### src/rtl/sts_pkg.sv
// Constants, field layout and types for the supply, thermal and device status bank.
// Assumes a 125 MHz internal clock and a serial command port with 16-bit frames.
//
// Function
// - Power-on sets supply bit 7 (80h); soft reset leaves all zero.
// - Reserved bits always read zero and ignore clear commands.
// - Main regulator below threshold over 2 ms after switch-on sets short flag.
// - Main regulator undervoltage reset sets undervoltage flag, bit 0.
// - Aux regulator overtemp sets bit 4, undervoltage bit 3; both sticky.
// - Sleep with main regulator off: no short, overvoltage or undervoltage capture.
// - Undervoltage capture: restart only with short, init after reset release, normal, stop, short.
// - More than 16 consecutive high shutdowns set safe flag; 60 s wait follows.
// - High thermal shutdown sets thermal bit 2 and requests fail-safe mode.
// - Low thermal shutdown sets thermal bit 1, disables only affected module.
// - Thermal pre-warning sets thermal bit 0.
// - Thermal flags stay set after the condition until host clears them.
// - Pre-restart field: 00 cleared, 01 failure restart, 10 sleep, 11 unused.
// - Sleep attempt with wake flags still set reports sleep origin too.
// - Watchdog fault counter self-clears; 01 fails config 2, 10 others.
// - Configs 2 and 4 hold counter after failure until a good trigger.
// - Invalid serial command sets device bit 1; only a clear command or soft reset resets it.
// - Activation of the fail output sets device bit 0.

package sts_pkg;

  // ****************************************
  // Register map
  // ****************************************
  localparam logic [6:0] STS_ADDR_SUPPLY = 7'h41;
  localparam logic [6:0] STS_ADDR_THERM = 7'h42;
  localparam logic [6:0] STS_ADDR_DEVICE = 7'h43;
  localparam logic [7:0] STS_SUPPLY_POR_VAL = 8'h80;
  localparam logic [7:0] STS_ZERO_VAL = 8'h00;
  localparam logic [7:0] STS_SUPPLY_MASK = 8'h9D;
  localparam logic [7:0] STS_THERM_MASK = 8'h0F;
  localparam logic [7:0] STS_DEVICE_RC_MASK = 8'hC3;

  // ****************************************
  // Field positions
  // ****************************************
  localparam int STS_BIT_POR = 7;
  localparam int STS_BIT_AUX_OT = 4;
  localparam int STS_BIT_AUX_UV = 3;
  localparam int STS_BIT_SHORT = 2;
  localparam int STS_BIT_UV = 0;
  localparam int STS_BIT_SAFE = 3;
  localparam int STS_BIT_TSD_HI = 2;
  localparam int STS_BIT_TSD_LO = 1;
  localparam int STS_BIT_TPW = 0;
  localparam int STS_BIT_SPI_FAIL = 1;
  localparam int STS_BIT_FAILURE = 0;
  localparam int STS_CMD_CLEAR_BIT = 7;
  localparam int STS_FRAME_BITS = 16;
  localparam int STS_ADDR_BITS = 8;

  localparam logic [1:0] STS_PRE_CLEARED = 2'h0;
  localparam logic [1:0] STS_PRE_FAILURE = 2'h1;
  localparam logic [1:0] STS_PRE_SLEEP = 2'h2;
  localparam logic [1:0] STS_WD_LIMIT_CFG2 = 2'h1;
  localparam logic [1:0] STS_WD_LIMIT_OTHER = 2'h2;

  // ****************************************
  // Timing
  // ****************************************
  localparam int STS_CLK_KHZ = 125000;
  localparam int STS_SHORT_TIME_MS = 2;
  localparam int STS_SHORT_CYC = STS_SHORT_TIME_MS * STS_CLK_KHZ;
  localparam longint unsigned STS_LONG_WAIT_S = 60;
  localparam longint unsigned STS_CLK_HZ = 125000000;
  localparam longint unsigned STS_LONG_WAIT_CYC = STS_LONG_WAIT_S * STS_CLK_HZ;
  localparam logic [4:0] STS_SAFE_COUNT = 5'h10;

  typedef enum logic [2:0]
  {
    STS_MODE_INIT = 3'h0,
    STS_MODE_NORMAL = 3'h1,
    STS_MODE_STOP = 3'h2,
    STS_MODE_SLEEP = 3'h3,
    STS_MODE_RESTART = 3'h4,
    STS_MODE_FAILSAFE = 3'h5
  } sts_mode_e;

endpackage

### src/rtl/sts_cmd_if.sv
// Carrier between the serial frame engine and the status bank.
// Assumes both ends run on the same internal clock.
`timescale 1ns/1ps

interface sts_cmd_if;
  logic cmd_valid;
  logic cmd_clear;
  logic [6:0] cmd_addr;
  logic cmd_invalid;
  logic [6:0] peek_addr;
  logic [7:0] peek_data;

  modport frame
  (
    output cmd_valid,
    output cmd_clear,
    output cmd_addr,
    output cmd_invalid,
    output peek_addr,
    input peek_data
  );
  modport bank
  (
    input cmd_valid,
    input cmd_clear,
    input cmd_addr,
    input cmd_invalid,
    input peek_addr,
    output peek_data
  );
endinterface

### src/rtl/sts_pin_sync.sv
// Three-stage pin synchroniser; output follows once stages two and three agree.
// Assumes inputs are asynchronous to clock.
`timescale 1ns/1ps

module sts_pin_sync #(
  parameter int WIDTH = 3,
  parameter logic [WIDTH-1:0] INIT = '0
) (
  input wire logic clock,
  input wire logic rst_n,
  input wire logic [WIDTH-1:0] pin_in,
  output logic [WIDTH-1:0] level_out
);
  logic [WIDTH-1:0] s1_reg;
  logic [WIDTH-1:0] s2_reg;
  logic [WIDTH-1:0] s3_reg;
  logic [WIDTH-1:0] out_reg;
  logic [WIDTH-1:0] out_next;

  always_comb
  begin
    out_next = out_reg;
    for (int i = 0; i < WIDTH; i++)
    begin
      if (s2_reg[i] == s3_reg[i])
      begin
        out_next[i] = s3_reg[i];
      end
    end
  end

  always_ff @(posedge clock or negedge rst_n)
  begin
    if (!rst_n)
    begin
      s1_reg <= INIT;
      s2_reg <= INIT;
      s3_reg <= INIT;
      out_reg <= INIT;
    end
    else
    begin
      s1_reg <= pin_in;
      s2_reg <= s1_reg;
      s3_reg <= s2_reg;
      out_reg <= out_next;
    end
  end

  assign level_out = out_reg;
endmodule // sts_pin_sync

### src/rtl/sts_spi_frame.sv
// Serial command frame engine: 16 bits, LSB first, sampled on rising serial clock.
// Assumes synchronised pin levels; serial clock well below an eighth of clock.
`timescale 1ns/1ps

module sts_spi_frame
  import sts_pkg::*;
(
  input wire logic clock,
  input wire logic rst_n,
  input wire logic sclk,
  input wire logic csn_n,
  input wire logic mosi,
  output logic miso,
  sts_cmd_if.frame cmd
);
  logic sclk_q_reg;
  logic csn_q_reg;
  logic [4:0] cnt_reg;
  logic [4:0] cnt_next;
  logic [7:0] cmd_reg;
  logic [7:0] cmd_next;
  logic [7:0] tx_reg;
  logic [7:0] tx_next;
  logic miso_reg;
  logic miso_next;
  logic valid_reg;
  logic invalid_reg;
  logic frame_end;

  assign frame_end = csn_n && !csn_q_reg;

  always_comb
  begin
    cnt_next = cnt_reg;
    cmd_next = cmd_reg;
    tx_next = tx_reg;
    miso_next = miso_reg;
    if (csn_n)
    begin
      cnt_next = 5'h00;
      miso_next = 1'b0;
    end
    else if (sclk && !sclk_q_reg)
    begin
      if (cnt_reg < 5'(STS_ADDR_BITS))
      begin
        cmd_next[cnt_reg[2:0]] = mosi;
      end
      if (cnt_reg != 5'h1F)
      begin
        cnt_next = cnt_reg + 5'h01;
      end
    end
    else if (!sclk && sclk_q_reg && cnt_reg >= 5'(STS_ADDR_BITS))
    begin
      // Read data is frozen before any clear of the same frame lands
      if (cnt_reg == 5'(STS_ADDR_BITS))
      begin
        tx_next = cmd.peek_data;
        miso_next = cmd.peek_data[0];
      end
      else if (cnt_reg < 5'(STS_FRAME_BITS))
      begin
        miso_next = tx_reg[cnt_reg[2:0]];
      end
    end
  end

  always_ff @(posedge clock or negedge rst_n)
  begin
    if (!rst_n)
    begin
      sclk_q_reg <= 1'b0;
      csn_q_reg <= 1'b1;
      cnt_reg <= 5'h00;
      cmd_reg <= 8'h00;
      tx_reg <= 8'h00;
      miso_reg <= 1'b0;
      valid_reg <= 1'b0;
      invalid_reg <= 1'b0;
    end
    else
    begin
      sclk_q_reg <= sclk;
      csn_q_reg <= csn_n;
      cnt_reg <= cnt_next;
      cmd_reg <= cmd_next;
      tx_reg <= tx_next;
      miso_reg <= miso_next;
      valid_reg <= frame_end && cnt_reg == 5'(STS_FRAME_BITS);
      invalid_reg <= frame_end && cnt_reg != 5'(STS_FRAME_BITS);
    end
  end

  assign miso = miso_reg;
  assign cmd.cmd_valid = valid_reg;
  assign cmd.cmd_invalid = invalid_reg;
  assign cmd.cmd_clear = cmd_reg[STS_CMD_CLEAR_BIT];
  assign cmd.cmd_addr = cmd_reg[6:0];
  assign cmd.peek_addr = cmd_reg[6:0];
endmodule // sts_spi_frame

### src/rtl/sts_status_bank.sv
// Supply, thermal and device status registers behind the serial command port.
// Assumes monitor inputs are on the internal clock; serial pins are asynchronous.
`timescale 1ns/1ps

module sts_status_bank
  import sts_pkg::*;
#(
  parameter int SHORT_CYC = STS_SHORT_CYC,
  parameter longint unsigned LONG_WAIT_CYC = STS_LONG_WAIT_CYC
) (
  input wire logic clock,
  input wire logic rst_n,
  input wire logic sclk,
  input wire logic csn_n,
  input wire logic mosi,
  output logic miso,
  input wire logic soft_reset,
  input wire logic [2:0] sbc_mode,
  input wire logic main_reg_on,
  input wire logic main_below_thresh,
  input wire logic main_uv_reset_evt,
  input wire logic reset_output_low,
  input wire logic aux_ot_evt,
  input wire logic aux_uv_evt,
  input wire logic tsd_high_evt,
  input wire logic tsd_high_recovered,
  input wire logic tsd_low_evt,
  input wire logic tpw_evt,
  input wire logic [1:0] config_select_bit,
  input wire logic wd_trigger_fail,
  input wire logic wd_trigger_ok,
  input wire logic fail_release,
  input wire logic restart_exit_failure,
  input wire logic restart_exit_sleep,
  input wire logic sleep_wake_flags_set,
  output logic main_overvolt_capture_en,
  output logic fail_output,
  output logic fail_safe_req,
  output logic low_tsd_module_off,
  output logic long_wait_busy,
  output logic long_wait_done,
  output logic [7:0] supply_fail_status_b,
  output logic [7:0] thermal_protection_status,
  output logic [7:0] device_info_status
);
  // ****************************************
  // Serial port
  // ****************************************
  sts_cmd_if cmd_bus();
  logic [2:0] pin_level;

  sts_pin_sync #(.WIDTH(3), .INIT(3'h2)) u_sync
  (
    .clock(clock),
    .rst_n(rst_n),
    .pin_in({sclk, csn_n, mosi}),
    .level_out(pin_level)
  );

  sts_spi_frame u_frame
  (
    .clock(clock),
    .rst_n(rst_n),
    .sclk(pin_level[2]),
    .csn_n(pin_level[1]),
    .mosi(pin_level[0]),
    .miso(miso),
    .cmd(cmd_bus.frame)
  );

  // ****************************************
  // Register state
  // ****************************************
  localparam int SHORT_W = $clog2(SHORT_CYC + 1);
  logic [7:0] sup_reg;
  logic [7:0] sup_next;
  logic [7:0] therm_reg;
  logic [7:0] therm_next;
  logic [7:0] dev_reg;
  logic [7:0] dev_next;
  logic [SHORT_W-1:0] short_cnt_reg;
  logic [SHORT_W-1:0] short_cnt_next;
  logic [4:0] tsd_cnt_reg;
  logic [4:0] tsd_cnt_next;
  logic [33:0] wait_cnt_reg;
  logic [33:0] wait_cnt_next;
  logic fail_out_reg;
  logic fail_out_next;
  logic fail_safe_reg;
  logic low_off_reg;
  logic wait_done_reg;
  logic wait_done_next;

  logic clr_sup;
  logic clr_therm;
  logic clr_dev;
  logic main_capture_ok;
  logic short_cond;
  logic short_evt;
  logic uv_update_en;
  logic uv_set;
  logic safe_evt;
  logic [1:0] wd_limit;
  logic [1:0] wd_cnt;
  logic wd_hold_cfg;
  logic fo_activate;
  sts_mode_e mode;

  assign mode = sts_mode_e'(sbc_mode);
  assign clr_sup = cmd_bus.cmd_valid && cmd_bus.cmd_clear
    && cmd_bus.cmd_addr == STS_ADDR_SUPPLY;
  assign clr_therm = cmd_bus.cmd_valid && cmd_bus.cmd_clear
    && cmd_bus.cmd_addr == STS_ADDR_THERM;
  assign clr_dev = cmd_bus.cmd_valid && cmd_bus.cmd_clear
    && cmd_bus.cmd_addr == STS_ADDR_DEVICE;

  // ****************************************
  // Main regulator supervision
  // ****************************************
  assign main_capture_ok = !(mode == STS_MODE_SLEEP && !main_reg_on);
  assign main_overvolt_capture_en = main_capture_ok;
  assign short_cond = short_cnt_reg == SHORT_W'(SHORT_CYC);
  assign short_evt = short_cond && main_reg_on && main_below_thresh
    && main_capture_ok;
  assign uv_update_en = short_cond
    || mode == STS_MODE_NORMAL
    || mode == STS_MODE_STOP
    || (mode == STS_MODE_INIT && !reset_output_low);
  assign uv_set = main_uv_reset_evt && uv_update_en && main_capture_ok;

  always_comb
  begin
    short_cnt_next = short_cnt_reg;
    // Counts only while on and low; any recovery restarts the window
    if (!(main_reg_on && main_below_thresh))
    begin
      short_cnt_next = '0;
    end
    else if (!short_cond)
    begin
      short_cnt_next = short_cnt_reg + SHORT_W'(1);
    end
  end

  // ****************************************
  // Thermal and watchdog bookkeeping
  // ****************************************
  assign safe_evt = tsd_high_evt && tsd_cnt_reg >= STS_SAFE_COUNT;
  assign wd_limit = (config_select_bit == 2'h1) ? STS_WD_LIMIT_CFG2 : STS_WD_LIMIT_OTHER;
  assign wd_hold_cfg = config_select_bit[0];
  assign wd_cnt = dev_reg[3:2];
  assign fo_activate = (wd_trigger_fail && wd_cnt + 2'h1 == wd_limit) || tsd_high_evt;

  always_comb
  begin
    tsd_cnt_next = tsd_cnt_reg;
    wait_cnt_next = wait_cnt_reg;
    wait_done_next = 1'b0;
    fail_out_next = fail_out_reg;
    if (tsd_high_recovered)
    begin
      tsd_cnt_next = 5'h00;
    end
    if (tsd_high_evt && tsd_cnt_reg != 5'h1F)
    begin
      tsd_cnt_next = tsd_cnt_reg + 5'h01;
    end
    if (tsd_high_evt && (therm_reg[STS_BIT_SAFE] || safe_evt))
    begin
      wait_cnt_next = 34'(LONG_WAIT_CYC);
    end
    else if (wait_cnt_reg != 34'h0)
    begin
      wait_cnt_next = wait_cnt_reg - 34'h1;
      wait_done_next = wait_cnt_reg == 34'h1;
    end
    if (fail_release)
    begin
      fail_out_next = 1'b0;
    end
    if (fo_activate)
    begin
      fail_out_next = 1'b1;
    end
    if (soft_reset)
    begin
      tsd_cnt_next = 5'h00;
      wait_cnt_next = 34'h0;
      wait_done_next = 1'b0;
      fail_out_next = 1'b0;
    end
  end

  // ****************************************
  // Status registers
  // ****************************************
  always_comb
  begin
    sup_next = sup_reg;
    therm_next = therm_reg;
    dev_next = dev_reg;
    // Clears first, sets after, so a coincident event survives
    if (clr_sup)
    begin
      sup_next = 8'h00;
    end
    if (clr_therm)
    begin
      therm_next = 8'h00;
    end
    if (clr_dev)
    begin
      dev_next = dev_reg & ~STS_DEVICE_RC_MASK;
    end
    sup_next[STS_BIT_AUX_OT] = sup_next[STS_BIT_AUX_OT] | aux_ot_evt;
    sup_next[STS_BIT_AUX_UV] = sup_next[STS_BIT_AUX_UV] | aux_uv_evt;
    sup_next[STS_BIT_SHORT] = sup_next[STS_BIT_SHORT] | short_evt;
    sup_next[STS_BIT_UV] = sup_next[STS_BIT_UV] | uv_set;
    therm_next[STS_BIT_SAFE] = therm_next[STS_BIT_SAFE] | safe_evt;
    therm_next[STS_BIT_TSD_HI] = therm_next[STS_BIT_TSD_HI] | tsd_high_evt;
    therm_next[STS_BIT_TSD_LO] = therm_next[STS_BIT_TSD_LO] | tsd_low_evt;
    therm_next[STS_BIT_TPW] = therm_next[STS_BIT_TPW] | tpw_evt;
    dev_next[STS_BIT_SPI_FAIL] = dev_next[STS_BIT_SPI_FAIL] | cmd_bus.cmd_invalid;
    dev_next[STS_BIT_FAILURE] = dev_next[STS_BIT_FAILURE] | fo_activate;
    if (restart_exit_failure)
    begin
      dev_next[7:6] = STS_PRE_FAILURE;
    end
    else if (restart_exit_sleep || sleep_wake_flags_set)
    begin
      dev_next[7:6] = STS_PRE_SLEEP;
    end
    // Counter is hardware owned: host clears never touch it
    if (wd_trigger_ok)
    begin
      dev_next[3:2] = 2'h0;
    end
    else if (wd_trigger_fail && wd_cnt < wd_limit && !(wd_hold_cfg && wd_cnt != 2'h0))
    begin
      dev_next[3:2] = wd_cnt + 2'h1;
    end
    if (soft_reset)
    begin
      sup_next = STS_ZERO_VAL;
      therm_next = STS_ZERO_VAL;
      dev_next = STS_ZERO_VAL;
    end
    sup_next = sup_next & STS_SUPPLY_MASK;
    therm_next = therm_next & STS_THERM_MASK;
    dev_next = dev_next & (STS_DEVICE_RC_MASK | 8'h0C);
  end

  always_ff @(posedge clock or negedge rst_n)
  begin
    if (!rst_n)
    begin
      sup_reg <= STS_SUPPLY_POR_VAL;
      therm_reg <= STS_ZERO_VAL;
      dev_reg <= STS_ZERO_VAL;
      short_cnt_reg <= '0;
      tsd_cnt_reg <= 5'h00;
      wait_cnt_reg <= 34'h0;
      wait_done_reg <= 1'b0;
      fail_out_reg <= 1'b0;
      fail_safe_reg <= 1'b0;
      low_off_reg <= 1'b0;
    end
    else
    begin
      sup_reg <= sup_next;
      therm_reg <= therm_next;
      dev_reg <= dev_next;
      short_cnt_reg <= short_cnt_next;
      tsd_cnt_reg <= tsd_cnt_next;
      wait_cnt_reg <= wait_cnt_next;
      wait_done_reg <= wait_done_next;
      fail_out_reg <= fail_out_next;
      fail_safe_reg <= tsd_high_evt;
      low_off_reg <= tsd_low_evt;
    end
  end

  // ****************************************
  // Read path and outputs
  // ****************************************
  always_comb
  begin
    unique case (cmd_bus.peek_addr)
      STS_ADDR_SUPPLY: cmd_bus.peek_data = sup_reg;
      STS_ADDR_THERM: cmd_bus.peek_data = therm_reg;
      STS_ADDR_DEVICE: cmd_bus.peek_data = dev_reg;
      default: cmd_bus.peek_data = 8'h00;
    endcase
  end

  assign fail_output = fail_out_reg;
  assign fail_safe_req = fail_safe_reg;
  assign low_tsd_module_off = low_off_reg;
  assign long_wait_busy = wait_cnt_reg != 34'h0;
  assign long_wait_done = wait_done_reg;
  assign supply_fail_status_b = sup_reg;
  assign thermal_protection_status = therm_reg;
  assign device_info_status = dev_reg;
endmodule // sts_status_bank

### config.mk
export PLATFORM = sky130hd
export DESIGN_NAME = sts_status_bank
export DESIGN_NICKNAME = d
export VERILOG_FILES = /design/src/rtl/sts_pkg.sv /design/src/rtl/sts_cmd_if.sv /design/src/rtl/sts_pin_sync.sv /design/src/rtl/sts_spi_frame.sv /design/src/rtl/sts_status_bank.sv
export SDC_FILE = /design/constraint.sdc
export NUM_CORES = 1
export LEC_CHECK = 0
export BUFFER_PORTS_ARGS = -buffer_cell sky130_fd_sc_hd__clkbuf_2
export CORE_MARGIN = 5
export CORE_UTILIZATION = 54
export DETAILED_ROUTE_END_ITERATION = 12
export HOLD_SLACK_MARGIN = 0.06
export PLACE_DENSITY = 0.79
export REMOVE_ABC_BUFFERS = 1
export SLEW_MARGIN = 30
export SYNTH_ARGS = -nofsm -noshare
export SYNTH_HDL_FRONTEND = slang
export SYNTH_SLANG_ARGS = --single-unit
### constraint.sdc
create_clock -name clock -period 5.3 [get_ports clock]
set_input_delay 1.06 -clock clock [delete_from_list [all_inputs] [get_ports clock]]
set_output_delay 1.06 -clock clock [all_outputs]
set_load 0.01 [all_outputs]
Word-level counts from Yosys, hierarchy flattened:

Cells that the tools add are included.

* output and inout bits: 31
* register bits after elaboration: 114
* logic and storage cells: 166

* $lt $le $gt $ge: 7
* reduce and logical (&&, ||, !) cells: 56
* mux-type cells: 39
* add/subtract/negate cells: 5
* eq/ne operators: 20
* bitwise operators: 12

Operator list (number)
* 2-to-1 mux 34 bit: 3
* 2-to-1 mux 18 bit: 2
* equality test 34 x 1 -> 1 bit, second input constant: 1
* nonzero test 34 bit: 1
* subtractor 34 x 1 -> 34 bit, second input constant: 1
* 2-to-1 mux 8 bit: 4
* 2-to-1 mux 5 bit: 6
* logical AND 1 bit: 26
* one-hot mux 8 bit (3 select lines): 1
* equality test 7 bit, second input constant: 3
* adder 18 x 1 -> 18 bit, second input constant: 1
* equality test 18 bit, second input constant: 1
* inequality test 5 bit, second input constant: 3
* nonzero test 3 bit: 5
* 2-to-1 mux 1 bit: 13
* adder 5 x 1 -> 5 bit, second input constant: 2
* 2-to-1 mux 2 bit: 5
* bitwise OR 1 bit: 10
* nonzero test 2 bit: 5
* bitwise mux 8 bit: 1
* 2-to-1 mux 4 bit: 2
* zero test 1 bit: 7
* equality test 3 x 2 -> 1 bit, second input constant: 2
* logical OR 1 bit: 6
* 23 further kinds: 28

Logic depth before layout (Yosys ltp):

Gate-level depths: netlist of the first run.

* word-level depth: 8
* gate-level depth with buffers: 10
* mapped depth without buffers: 8

Cells and area by module:

A second synthesis of the first run with hierarchy kept.

* cell total of the unflattened synthesis: 551
* area, all modules: 5751.8 sq um

Modules (own cells, without submodules)
* sts_status_bank: area an instance 4137.7 sq um, cells each 430, sequential area each 1903.1 sq um, instances 1
* sts_spi_frame: area an instance 1275.0 sq um, cells each 106, sequential area each 651.9 sq um, instances 1
* sts_pin_sync: area an instance 339.1 sq um, cells each 15, sequential area each 305.3 sq um, instances 1

Worst setup path after synthesis of the first run:

No wires, ideal clock.

* path kind: register to output
* from: register wait_cnt_reg[0]
* to: output long_wait_busy
* stages on the path, launching flop included: 7
* required time: 4240 ps
* arrival time: 2084 ps
* setup slack: 2156 ps
* cells stage by stage: dfrtp_1 inv_1 ha_1 or4b_1 buf_2 or4_1 or3_1

* cells in the longest elaborated chain, start to end: 1

Ends and longest elaborated chain
* start, declared: line sts_status_bank.sv:85 `logic [33:0] wait_cnt_reg;`
* start signal, assigned: line sts_status_bank.sv:275 `wait_cnt_reg <= wait_cnt_next;`
* nonzero test 34 bit: line sts_status_bank.sv:299 `assign long_wait_busy = wait_cnt_reg != 34'h0;`
* end, declared: line sts_status_bank.sv:40 `output logic long_wait_busy,`

No other way between the ends.

Worst setup path in the final report of the first run:

Ends and elaborated chain as after synthesis.

==> results of run 1 <==
logic make-up (layout without fill, tap and decap cells):
logic type / after synthesis / after routing / synth area share, %
AO/OA/AOI/OAI: 86 / 86 / 9.45
XOR/XNOR: 42 / 42 / 6.60
adder cells (fa/ha/maj): 15 / 15 / 3.23
buffers and inverters: 46 / 99 / 4.00
flip-flops: 113 / 113 / 50.9
multiplexers: 18 / 18 / 3.48
other: 1 / 9 / 0.0673
AND/OR/NAND/NOR: 229 / 229 / 22.3
Yosys cell counts (7+ instances only):
library cell	number	area (µm²)
xor2_1	26	228
clkbuf_1	16	60.1
nand2b_1	7	43.8
or4_1	11	82.6
nand2_1	35	131
xnor2_1	16	140
ha_1	12	150
a21oi_1	41	205
nor2_1	67	251
or3_1	11	68.8
nor3_1	13	65.1
o21ai_0	8	40.0
dfrtp_1	107	2680
nand4_1	14	87.6
buf_4	11	82.6
mux2i_1	7	70.1
mux2_2	11	124
nor4_1	9	56.3
nand3b_1	11	82.6
inv_1	17	63.8
nand3_1	17	85.1
worst max path at each step:
| stage | from | endpoint | slack (ns) | cells after the start |
|---|---|---|---|---|
| after CTS | wait_cnt_reg[0] | long_wait_busy | 1.31 | 6 |
| after global routing | wait_cnt_reg[1] | long_wait_busy | 1.18 | 6 |
| after global placement | wait_cnt_reg[0] | long_wait_busy | 1.96 | 6 |
| after floorplan | wait_cnt_reg[0] | long_wait_busy | 2.16 | 5 |
| after detailed placement | wait_cnt_reg[0] | long_wait_busy | 1.87 | 6 |
| final | wait_cnt_reg[0] | long_wait_busy | 1.30 | 6 |
worst reg2reg max path: stages, from the launching register on:
cell and delay, ns:
dfrtp_1 0.42, inv_1 0.11, ha_1 0.23, or4b_1 0.59
nor4_4 0.62, nor3b_4 0.76, a21o_4 0.32, a21oi_1 0.07
through the flow:
| step | cell area (µm²) | setup slack (ns) | hold WS (ns) |
|---|---|---|---|
| floorplan | 5440 | 2.16 | 0.331 |
| global placement | 5870 | 1.96 | 0.336 |
| detailed placement | 5880 | 1.87 | 0.342 |
| CTS | 6460 | 1.31 | 0.350 |
| global route | 6460 | 1.18 | 0.361 |
| finish | 6460 | 1.30 | 0.350 |
routing by layer:
layer | vias up | routed length [µm]
met5 | - | 0
met4 | 0 | 173
met3 | 18 | 650
met2 | 120 | 5800
met1 | 2156 | 5020
li1 | 2033 | -
report_power, final:
group,internal (mW),total [mW],switching [mW]
combinational,0.428,1.11,0.686
sequential,0.999,1.17,0.169
clock,0.672,1.09,0.420
total,2.10,3.37,1.27
layout by cell type, fill, tap and decap left out, drive strengths merged, types with 12 or more instances in the layout:
cell	n
dfrtp	107
nand3	17
xor2	26
nor3	14
xnor2	16
a21oi	41
nand4	14
inv	20
nand2	35
clkbuf	64
o21ai	13
nor2	67
ha	12
cell type report:
| type | instances | area, µm² |
|---|---|---|
| Inverter | 17 | 63.8 |
| Tap cell | 136 | 170 |
| Clock buffer | 17 | 414 |
| Multi-Input combinational cell | 399 | 2560 |
| Fill cell | 798 | 3720 |
| Sequential cell | 113 | 2840 |
| Timing Repair Buffer | 50 | 262 |
| Clock inverter | 15 | 161 |
==> flow_summary.toml, run 1 <==
[pwr]
power.total_mw = 3.37
power_leakage_nw = 2.86
vdd_drop_max_v = 0.000418
p_per_area_nw_per_um2 = 522

[worst_setup_path]
crit_family = "simple AND/OR/NAND/NOR gates"
path_cells = "inv_1 -> ha_1 -> or4b_1 -> or4_1 -> or3_1 -> clkbuf_2"
crit_buf_inv = 2
cp_slowest_stage_delay_ns = 0.59
worstSetupPathType = "flop to output pin"
worst_r2r_endpoint = "wait_cnt_reg[31]"
cp-end-kind = "output pin"
worstPathArrival_ns = 2.94
worst_setup_path_start_kind = "flop"
r2r_start = "wait_cnt_reg[0]"
cp.required_ns = 4.24
slowest_stage = "or4b_1"
rrSetupSlack_ns = 2.05
r2r_cells = 7
cp_max_fo = 6

[hold_path]
hold_path_end = "u_sync.s2_reg[1]"
min_path_type = "flop to flop"
min_from = "u_sync.s1_reg[1]"
hold_depth = 0

[grt]
met1_usage_pct = 24.5
grt_first_pass_wirelength_um = 20000
grt_max_degree = 87
grt_use_total_pct = 19.4
use_met2_pct = 31.8
busiest_layer = "met2"
grt.overflow.total = 0
grt_pass1_vias = 4317
grt_use_met3_pct = 6.09
antenna_found_initial = 0

[routing]
wire_per_inst_um = 15.6
first_pass_iters = 5
routed_wl_um = 11600
remaining_drc_errors = 0
final_antenna_net_count = 0
vias = 4327
viasPerCell = 5.79
drt_iter0_markers = 267

[clock_tree]
cts.sinks = 113
path_clk_slew_ns = 0.06
clk_latency_ns = 0.51
cts_hold_buf = 0
cts_buffers = 17
clockRootBuffer = "clkbuf_8"
cts_setup_buffers = 0
htreeDepth = 4
clock_path_buffers = 2
cts_tree = "built"
cts_resized = 0

[floorplanning]
die_height_um = 112
die_area_um2 = 12400
die_w_um = 112
rows = 37
ios = 58
start_util_pct = 54.7
coreArea_um2 = 10200

[sta]
fin_crit_ns = 4.00
rsz0062_at_grt = "no"
fin_tns_setup_ns = 0
tightestPinTransition_ns = 0.775
period_share_pct = 75.5
skew_ns = 0.00997
max_freq_ghz = 0.250
setup-violations-final = 0
slew_violations = 0
maxSlewHeadroom_pct = 48.4
hold_viol = 0

[run]
max_cap_viol_count = 0

[yosys]
synth-edff-count = 0
ys.flop_type = "dfrtp_1"
synth.avg_cell_area_um2 = 10.1
synth-seq-cells = 113
yosysSeqAreaShare_pct = 50.9
ys_warn_count = 0
yosysUniqueCellTypes = 60
synth-async-reset-ratio_pct = 100
syn_area_um2 = 5570
syn-instance-count = 550

[layout]
drive_gt1_share_pct = 17.5
largest_reg_flops = 34
area_growth_syn_to_layout_pct = 16.0
num_antenna_cells = 0
utilization_pct = 63.5
fin_cells = 747
final_nets = 637

[placed_design]
gp_congestion = 0.857
io_buffers = 48
placed_cells = 715
dp_hpwl_um = 7820

[outcome]
status = "finished, final reports clean"
Power figures use the tool's default switching activity.
==> inputs of run 2 (changes only) <==
--- a/config.mk
+++ b/config.mk
@@ -7,10 +7,10 @@
 export LEC_CHECK = 0
 export BUFFER_PORTS_ARGS = -buffer_cell sky130_fd_sc_hd__clkbuf_2
 export CORE_MARGIN = 5
-export CORE_UTILIZATION = 54
+export CORE_UTILIZATION = 53
 export DETAILED_ROUTE_END_ITERATION = 12
 export HOLD_SLACK_MARGIN = 0.06
-export PLACE_DENSITY = 0.79
+export PLACE_DENSITY = 0.81
 export REMOVE_ABC_BUFFERS = 1
 export SLEW_MARGIN = 30
 export SYNTH_ARGS = -nofsm -noshare
==> constraint.sdc (replaced) <==
create_clock -name clock -period 3.35 [get_ports clock]
set_input_delay 0.67 -clock clock [delete_from_list [all_inputs] [get_ports clock]]
set_output_delay 0.67 -clock clock [all_outputs]
set_load 0.01 [all_outputs]
==> flow_summary.toml, run 2 (synthesized netlist as in run 1, its figures left out) <==
[outcome]
status = "finished, final reports clean"

[worst_setup_path]
cp_slowest_stage_delay_ns = 0.48
worst_setup_path_start_kind = "flop"
path_cells = "inv_2 -> ha_4 -> or4b_4 -> or4_1 -> or3_4 -> clkbuf_2"
slowest_stage = "or4_1"
crit_family = "simple AND/OR/NAND/NOR gates"
cp.required_ns = 2.68
worstSetupPathType = "flop to output pin"
crit_buf_inv = 2
cp-end-kind = "output pin"
worstPathArrival_ns = 2.62
cp_max_fo = 5

[sta]
hold_viol = 0
fin_crit_ns = 3.29
maxSlewHeadroom_pct = 50.2
skew_ns = 0.00982
tightestPinTransition_ns = 0.741
fin_tns_setup_ns = 0
period_share_pct = 98.1
setup-violations-final = 0
rsz0062_at_grt = "no"
fin_ws_ns = 0.0631
max_freq_ghz = 0.304
slew_violations = 0

[layout]
drive_gt1_share_pct = 19.3
final_nets = 647
mostFrequentLayoutCell = "dfrtp_1"
area_growth_syn_to_layout_pct = 17.8
num_antenna_cells = 0
largest_reg_flops = 34
layout_common_cells = "dfrtp_1 (107), nor2_1 (67), clkbuf_2 (47)"
fin_cells = 757

[floorplanning]
die_area_um2 = 12700
start_util_pct = 54.2
coreArea_um2 = 10300
die_height_um = 113
ios = 58
rows = 37
die_w_um = 113

[clock_tree]
htreeDepth = 4
cts.sinks = 113
clk_latency_ns = 0.51
clock_path_buffers = 2
clockRootBuffer = "clkbuf_8"
path_clk_slew_ns = 0.06
cts_tree = "built"
cts_hold_buf = 0
cts_buffers = 17

[placed_design]
dp_hpwl_um = 7920
placed_cells = 721
dp_slack_ns = 0.299
io_buffers = 48
gp_congestion = 0.842

[grt]
grt_use_total_pct = 19.2
antenna_found_initial = 0
grt.overflow.total = 0
grt_max_degree = 49
grt_pass1_vias = 4290
grt_first_pass_wirelength_um = 20000

[pwr]
power_switching_mw = 1.94
vdd_drop_max_v = 0.000753
p_per_area_nw_per_um2 = 832
internal-power_mw = 3.52
p_clk_share_pct = 32.3
power_leakage_nw = 2.92
sequentialPowerShare_pct = 33.6
comb_power_share_pct = 34.0
swShare_pct = 35.5

[routing]
first_pass_iters = 4
viasPerCell = 5.62
drt_iter0_markers = 258
wl_met2_um = 5830
remaining_drc_errors = 0
final_antenna_net_count = 0
met3_length_um = 568
routed_wl_um = 11800
wl_met1_um = 5250
top_layer = "met4"
vias = 4256
wire_per_inst_um = 15.6

[run]
max_cap_viol_count = 0

[hold_path]
min_path_type = "input port to async pin"
run 2: timing repair:
action                     in CTS  in global routing
buffers inserted                2                  2
gates resized for setup         5                  2
pin swaps                       0                  0
hold endpoints to repair        0                  0
setup endpoints to repair       1                  1
gates cloned                    0                  0
run 2: per-stage QoR:
| step | area [µm²] | hold WS, ns | power [mW] | util [%] |
|---|---|---|---|---|
| 2_1_floorplan | 5440 | 0.331 | 3.11 | - |
| 6_report | 6560 | 0.167 | 5.46 | 63.9 |
| 5_1_grt | 6560 | 0.224 | 5.76 | 63.9 |
| 3_3_place_gp | 5920 | 0.334 | 3.53 | 57.6 |
| 3_5_place_dp | 5920 | 0.341 | 3.59 | 57.6 |
| 4_1_cts | 6540 | 0.182 | 5.44 | 63.6 |
run 2: final timing paths:
check / startpoint / end / slack (ns) / depth (start not counted)
worst min-delay path: rst_n / u_frame.tx_reg[4] / 0.17 / 1
worst min register to register: u_sync.s1_reg[2] / u_sync.s2_reg[2] / 0.35 / 0
max in group asynchronous: rst_n / supply_fail_status_b[7] / 2.36 / 2
worst max-delay path: wait_cnt_reg[1] / long_wait_busy / 0.06 / 6
worst max register to register: wait_cnt_reg[1] / wait_cnt_reg[1] / 0.69 / 10
min in group clock: csn_n / u_sync.s1_reg[1] / 0.25 / 1
run 2: area by class of cell:
cell class / count / area, µm²
fillers: 794 / 3710
flip-flops and latches: 113 / 2840
multi-input cells: 399 / 2570
clock buffers: 22 / 453
repair buffers: 60 / 333
well taps: 136 / 170
clock inverters: 10 / 134
inverters: 17 / 63.8
run 2: power by group through the flow:
stage                     clock [mW]  sequential (mW)  combinational (mW)
after floorplan                    0             1.79                1.32
after global placement             0             1.83                1.70
after detailed placement           0             1.85                1.74
after CTS                       1.79             1.83                1.82
after global routing            1.85             1.88                2.04
final                           1.77             1.84                1.86
run 2: per-layer routing:
layer / vias to the layer above / global-route usage [%]
li1: 2054 / -
met1: 2085 / 24.7
met2: 101 / 32.1
met3: 16 / 4.91
met4: 0 / 5.53
met5: - / 0
==> inputs of run 3 (changes only) <==
--- a/config.mk
+++ b/config.mk
@@ -7,10 +7,10 @@
 export LEC_CHECK = 0
 export BUFFER_PORTS_ARGS = -buffer_cell sky130_fd_sc_hd__clkbuf_2
 export CORE_MARGIN = 5
-export CORE_UTILIZATION = 53
+export CORE_UTILIZATION = 45
 export DETAILED_ROUTE_END_ITERATION = 12
 export HOLD_SLACK_MARGIN = 0.06
-export PLACE_DENSITY = 0.81
+export PLACE_DENSITY = 0.71
 export REMOVE_ABC_BUFFERS = 1
 export SLEW_MARGIN = 30
 export SYNTH_ARGS = -nofsm -noshare
==> flow_summary.toml, run 3 (synthesized netlist as in run 1, its figures left out) <==
[outcome]
status = "finished, final reports clean"

[pwr]
p_per_area_nw_per_um2 = 843
swShare_pct = 35.0
sequentialPowerShare_pct = 33.0
power_switching_mw = 1.95
vdd_drop_max_v = 0.000674
internal-power_mw = 3.62
p_clk_share_pct = 33.9
power_leakage_nw = 2.93
comb_power_share_pct = 33.2

[sta]
period_share_pct = 97.2
tightestPinTransition_ns = 0.973
maxSlewHeadroom_pct = 34.6
setup-violations-final = 0
rsz0062_at_grt = "no"
slew_violations = 0
fin_crit_ns = 3.26
fin_tns_setup_ns = 0
skew_ns = 0.00849
hold_viol = 0
max_freq_ghz = 0.307

[placed_design]
dp_hpwl_um = 8130
io_buffers = 48
gp_congestion = 0.832

[worst_setup_path]
r2r_cells = 10
slowest_stage = "or4_1"
cp.required_ns = 2.68
worstPathArrival_ns = 2.59
path_cells = "inv_1 -> ha_4 -> or4b_4 -> or4_1 -> or3_4 -> clkbuf_2"
rrSetupSlack_ns = 0.67
worst_r2r_endpoint = "wait_cnt_reg[32]"
cp_slowest_stage_delay_ns = 0.47
cp_max_fo = 5
r2r_start = "wait_cnt_reg[0]"
worst_setup_path_start_kind = "flop"
cp-end-kind = "output pin"
worstSetupPathType = "flop to output pin"

[routing]
vias = 4288
wire_per_inst_um = 15.3
wl_met2_um = 5890
viasPerCell = 5.46
drt_iter0_markers = 310
wl_met1_um = 5270
top_layer = "met4"
routed_wl_um = 12000
final_antenna_net_count = 0
remaining_drc_errors = 0
met3_length_um = 609
first_pass_iters = 5

[clock_tree]
path_clk_slew_ns = 0.05
cts.sinks = 113
htreeDepth = 4
clockRootBuffer = "clkbuf_16"
cts_hold_buf = 0
cts_tree = "built"
clk_latency_ns = 0.42
cts_buffers = 17
clock_path_buffers = 2

[layout]
mostFrequentLayoutCell = "dfrtp_1"
area_growth_syn_to_layout_pct = 18.7
multiInputGateArea_um2 = 2560
final_nets = 643
num_antenna_cells = 0
drive_gt1_share_pct = 18.5
layout_common_cells = "dfrtp_1 (107), nor2_1 (67), clkbuf_2 (47)"
fillCellCount = 1047
utilization_pct = 54.8
seq_area_um2 = 2840
largest_reg_flops = 34

[hold_path]
min_path_type = "input port to async pin"

[floorplanning]
rows = 40
coreArea_um2 = 12100
ios = 58
die_height_um = 121
start_util_pct = 46.2
die_w_um = 121
die_area_um2 = 14700

[grt]
grt_use_total_pct = 17.7
antenna_found_initial = 0
grt_pass1_vias = 4357
grt.overflow.total = 0
grt_first_pass_wirelength_um = 20600
grt_max_degree = 74

[run]
max_cap_viol_count = 0
==> run 3: cell types whose count changed in the layout (fill, tap and decap cells not counted), moves of 2 or more <==
cell,change
buf_4,-5
clkbuf_1,-2
clkbuf_8,+2
inv_1,+2
inv_2,-2
==> run 3: worst max-delay path by stage <==
stage                    start          endpoint  depth (start not counted)
2_1_floorplan  wait_cnt_reg[0]  wait_cnt_reg[15]                          7
3_3_place_gp   wait_cnt_reg[0]    long_wait_busy                          6
3_5_place_dp   wait_cnt_reg[0]    long_wait_busy                          6
4_1_cts        wait_cnt_reg[0]    long_wait_busy                          6
5_1_grt        wait_cnt_reg[0]    long_wait_busy                          6
6_report       wait_cnt_reg[0]    long_wait_busy                          6
==> run 3: metal layers <==
layer | global-route usage (%) | up-vias
met5 | 0 | -
met4 | 7.28 | 0
met3 | 5.50 | 25
met2 | 28.8 | 103
met1 | 21.8 | 2111
li1 | - | 2049
==> run 3: layout make-up <==
| class | instances | area share (%) |
|---|---|---|
| Clock buffer | 23 | 7.53 |
| Clock inverter | 9 | 1.93 |
| Inverter | 17 | 0.965 |
| Multi-Input combinational cell | 399 | 38.8 |
| Sequential cell | 113 | 42.9 |
| Tap cell | 168 | 3.18 |
| Timing Repair Buffer | 56 | 4.77 |
==> run 3: critical path: cells and delay by family, from the launching register on <==
family                   cells  cell delay (ns)
buffers and inverters        2             0.29
flip-flops                   1             0.41
AND/OR/NAND/NOR              3             1.29
adder cells (fa/ha/maj)      1             0.17
==> run 3: power by group through the flow <==
stage	registers (mW)	logic (mW)	clock network, mW
final	1.84	1.85	1.89
after detailed placement	1.85	1.79	0
after CTS	1.84	1.84	1.92
after floorplan	1.79	1.32	0
after global placement	1.83	1.75	0
after global routing	1.88	2.07	1.99
==> run 3: stage by stage <==
stage                     total power, mW  worst slack, ns  area, µm²  cells  hold slack [ns]
after floorplan                      3.11            0.446       5440    529            0.331
after global placement               3.58            0.367       5960    752            0.334
after detailed placement             3.64            0.319       5960    752            0.340
after CTS                            5.60           0.0461       6610    785            0.231
after global routing                 5.93         0.000154       6620    785            0.273
final                                5.58           0.0932       6620    785            0.223
==> run 3: timing repair <==
item,CTS,global route
endpoints found under the setup margin,1,1
resized for setup,3,1
buffers inserted,1,0
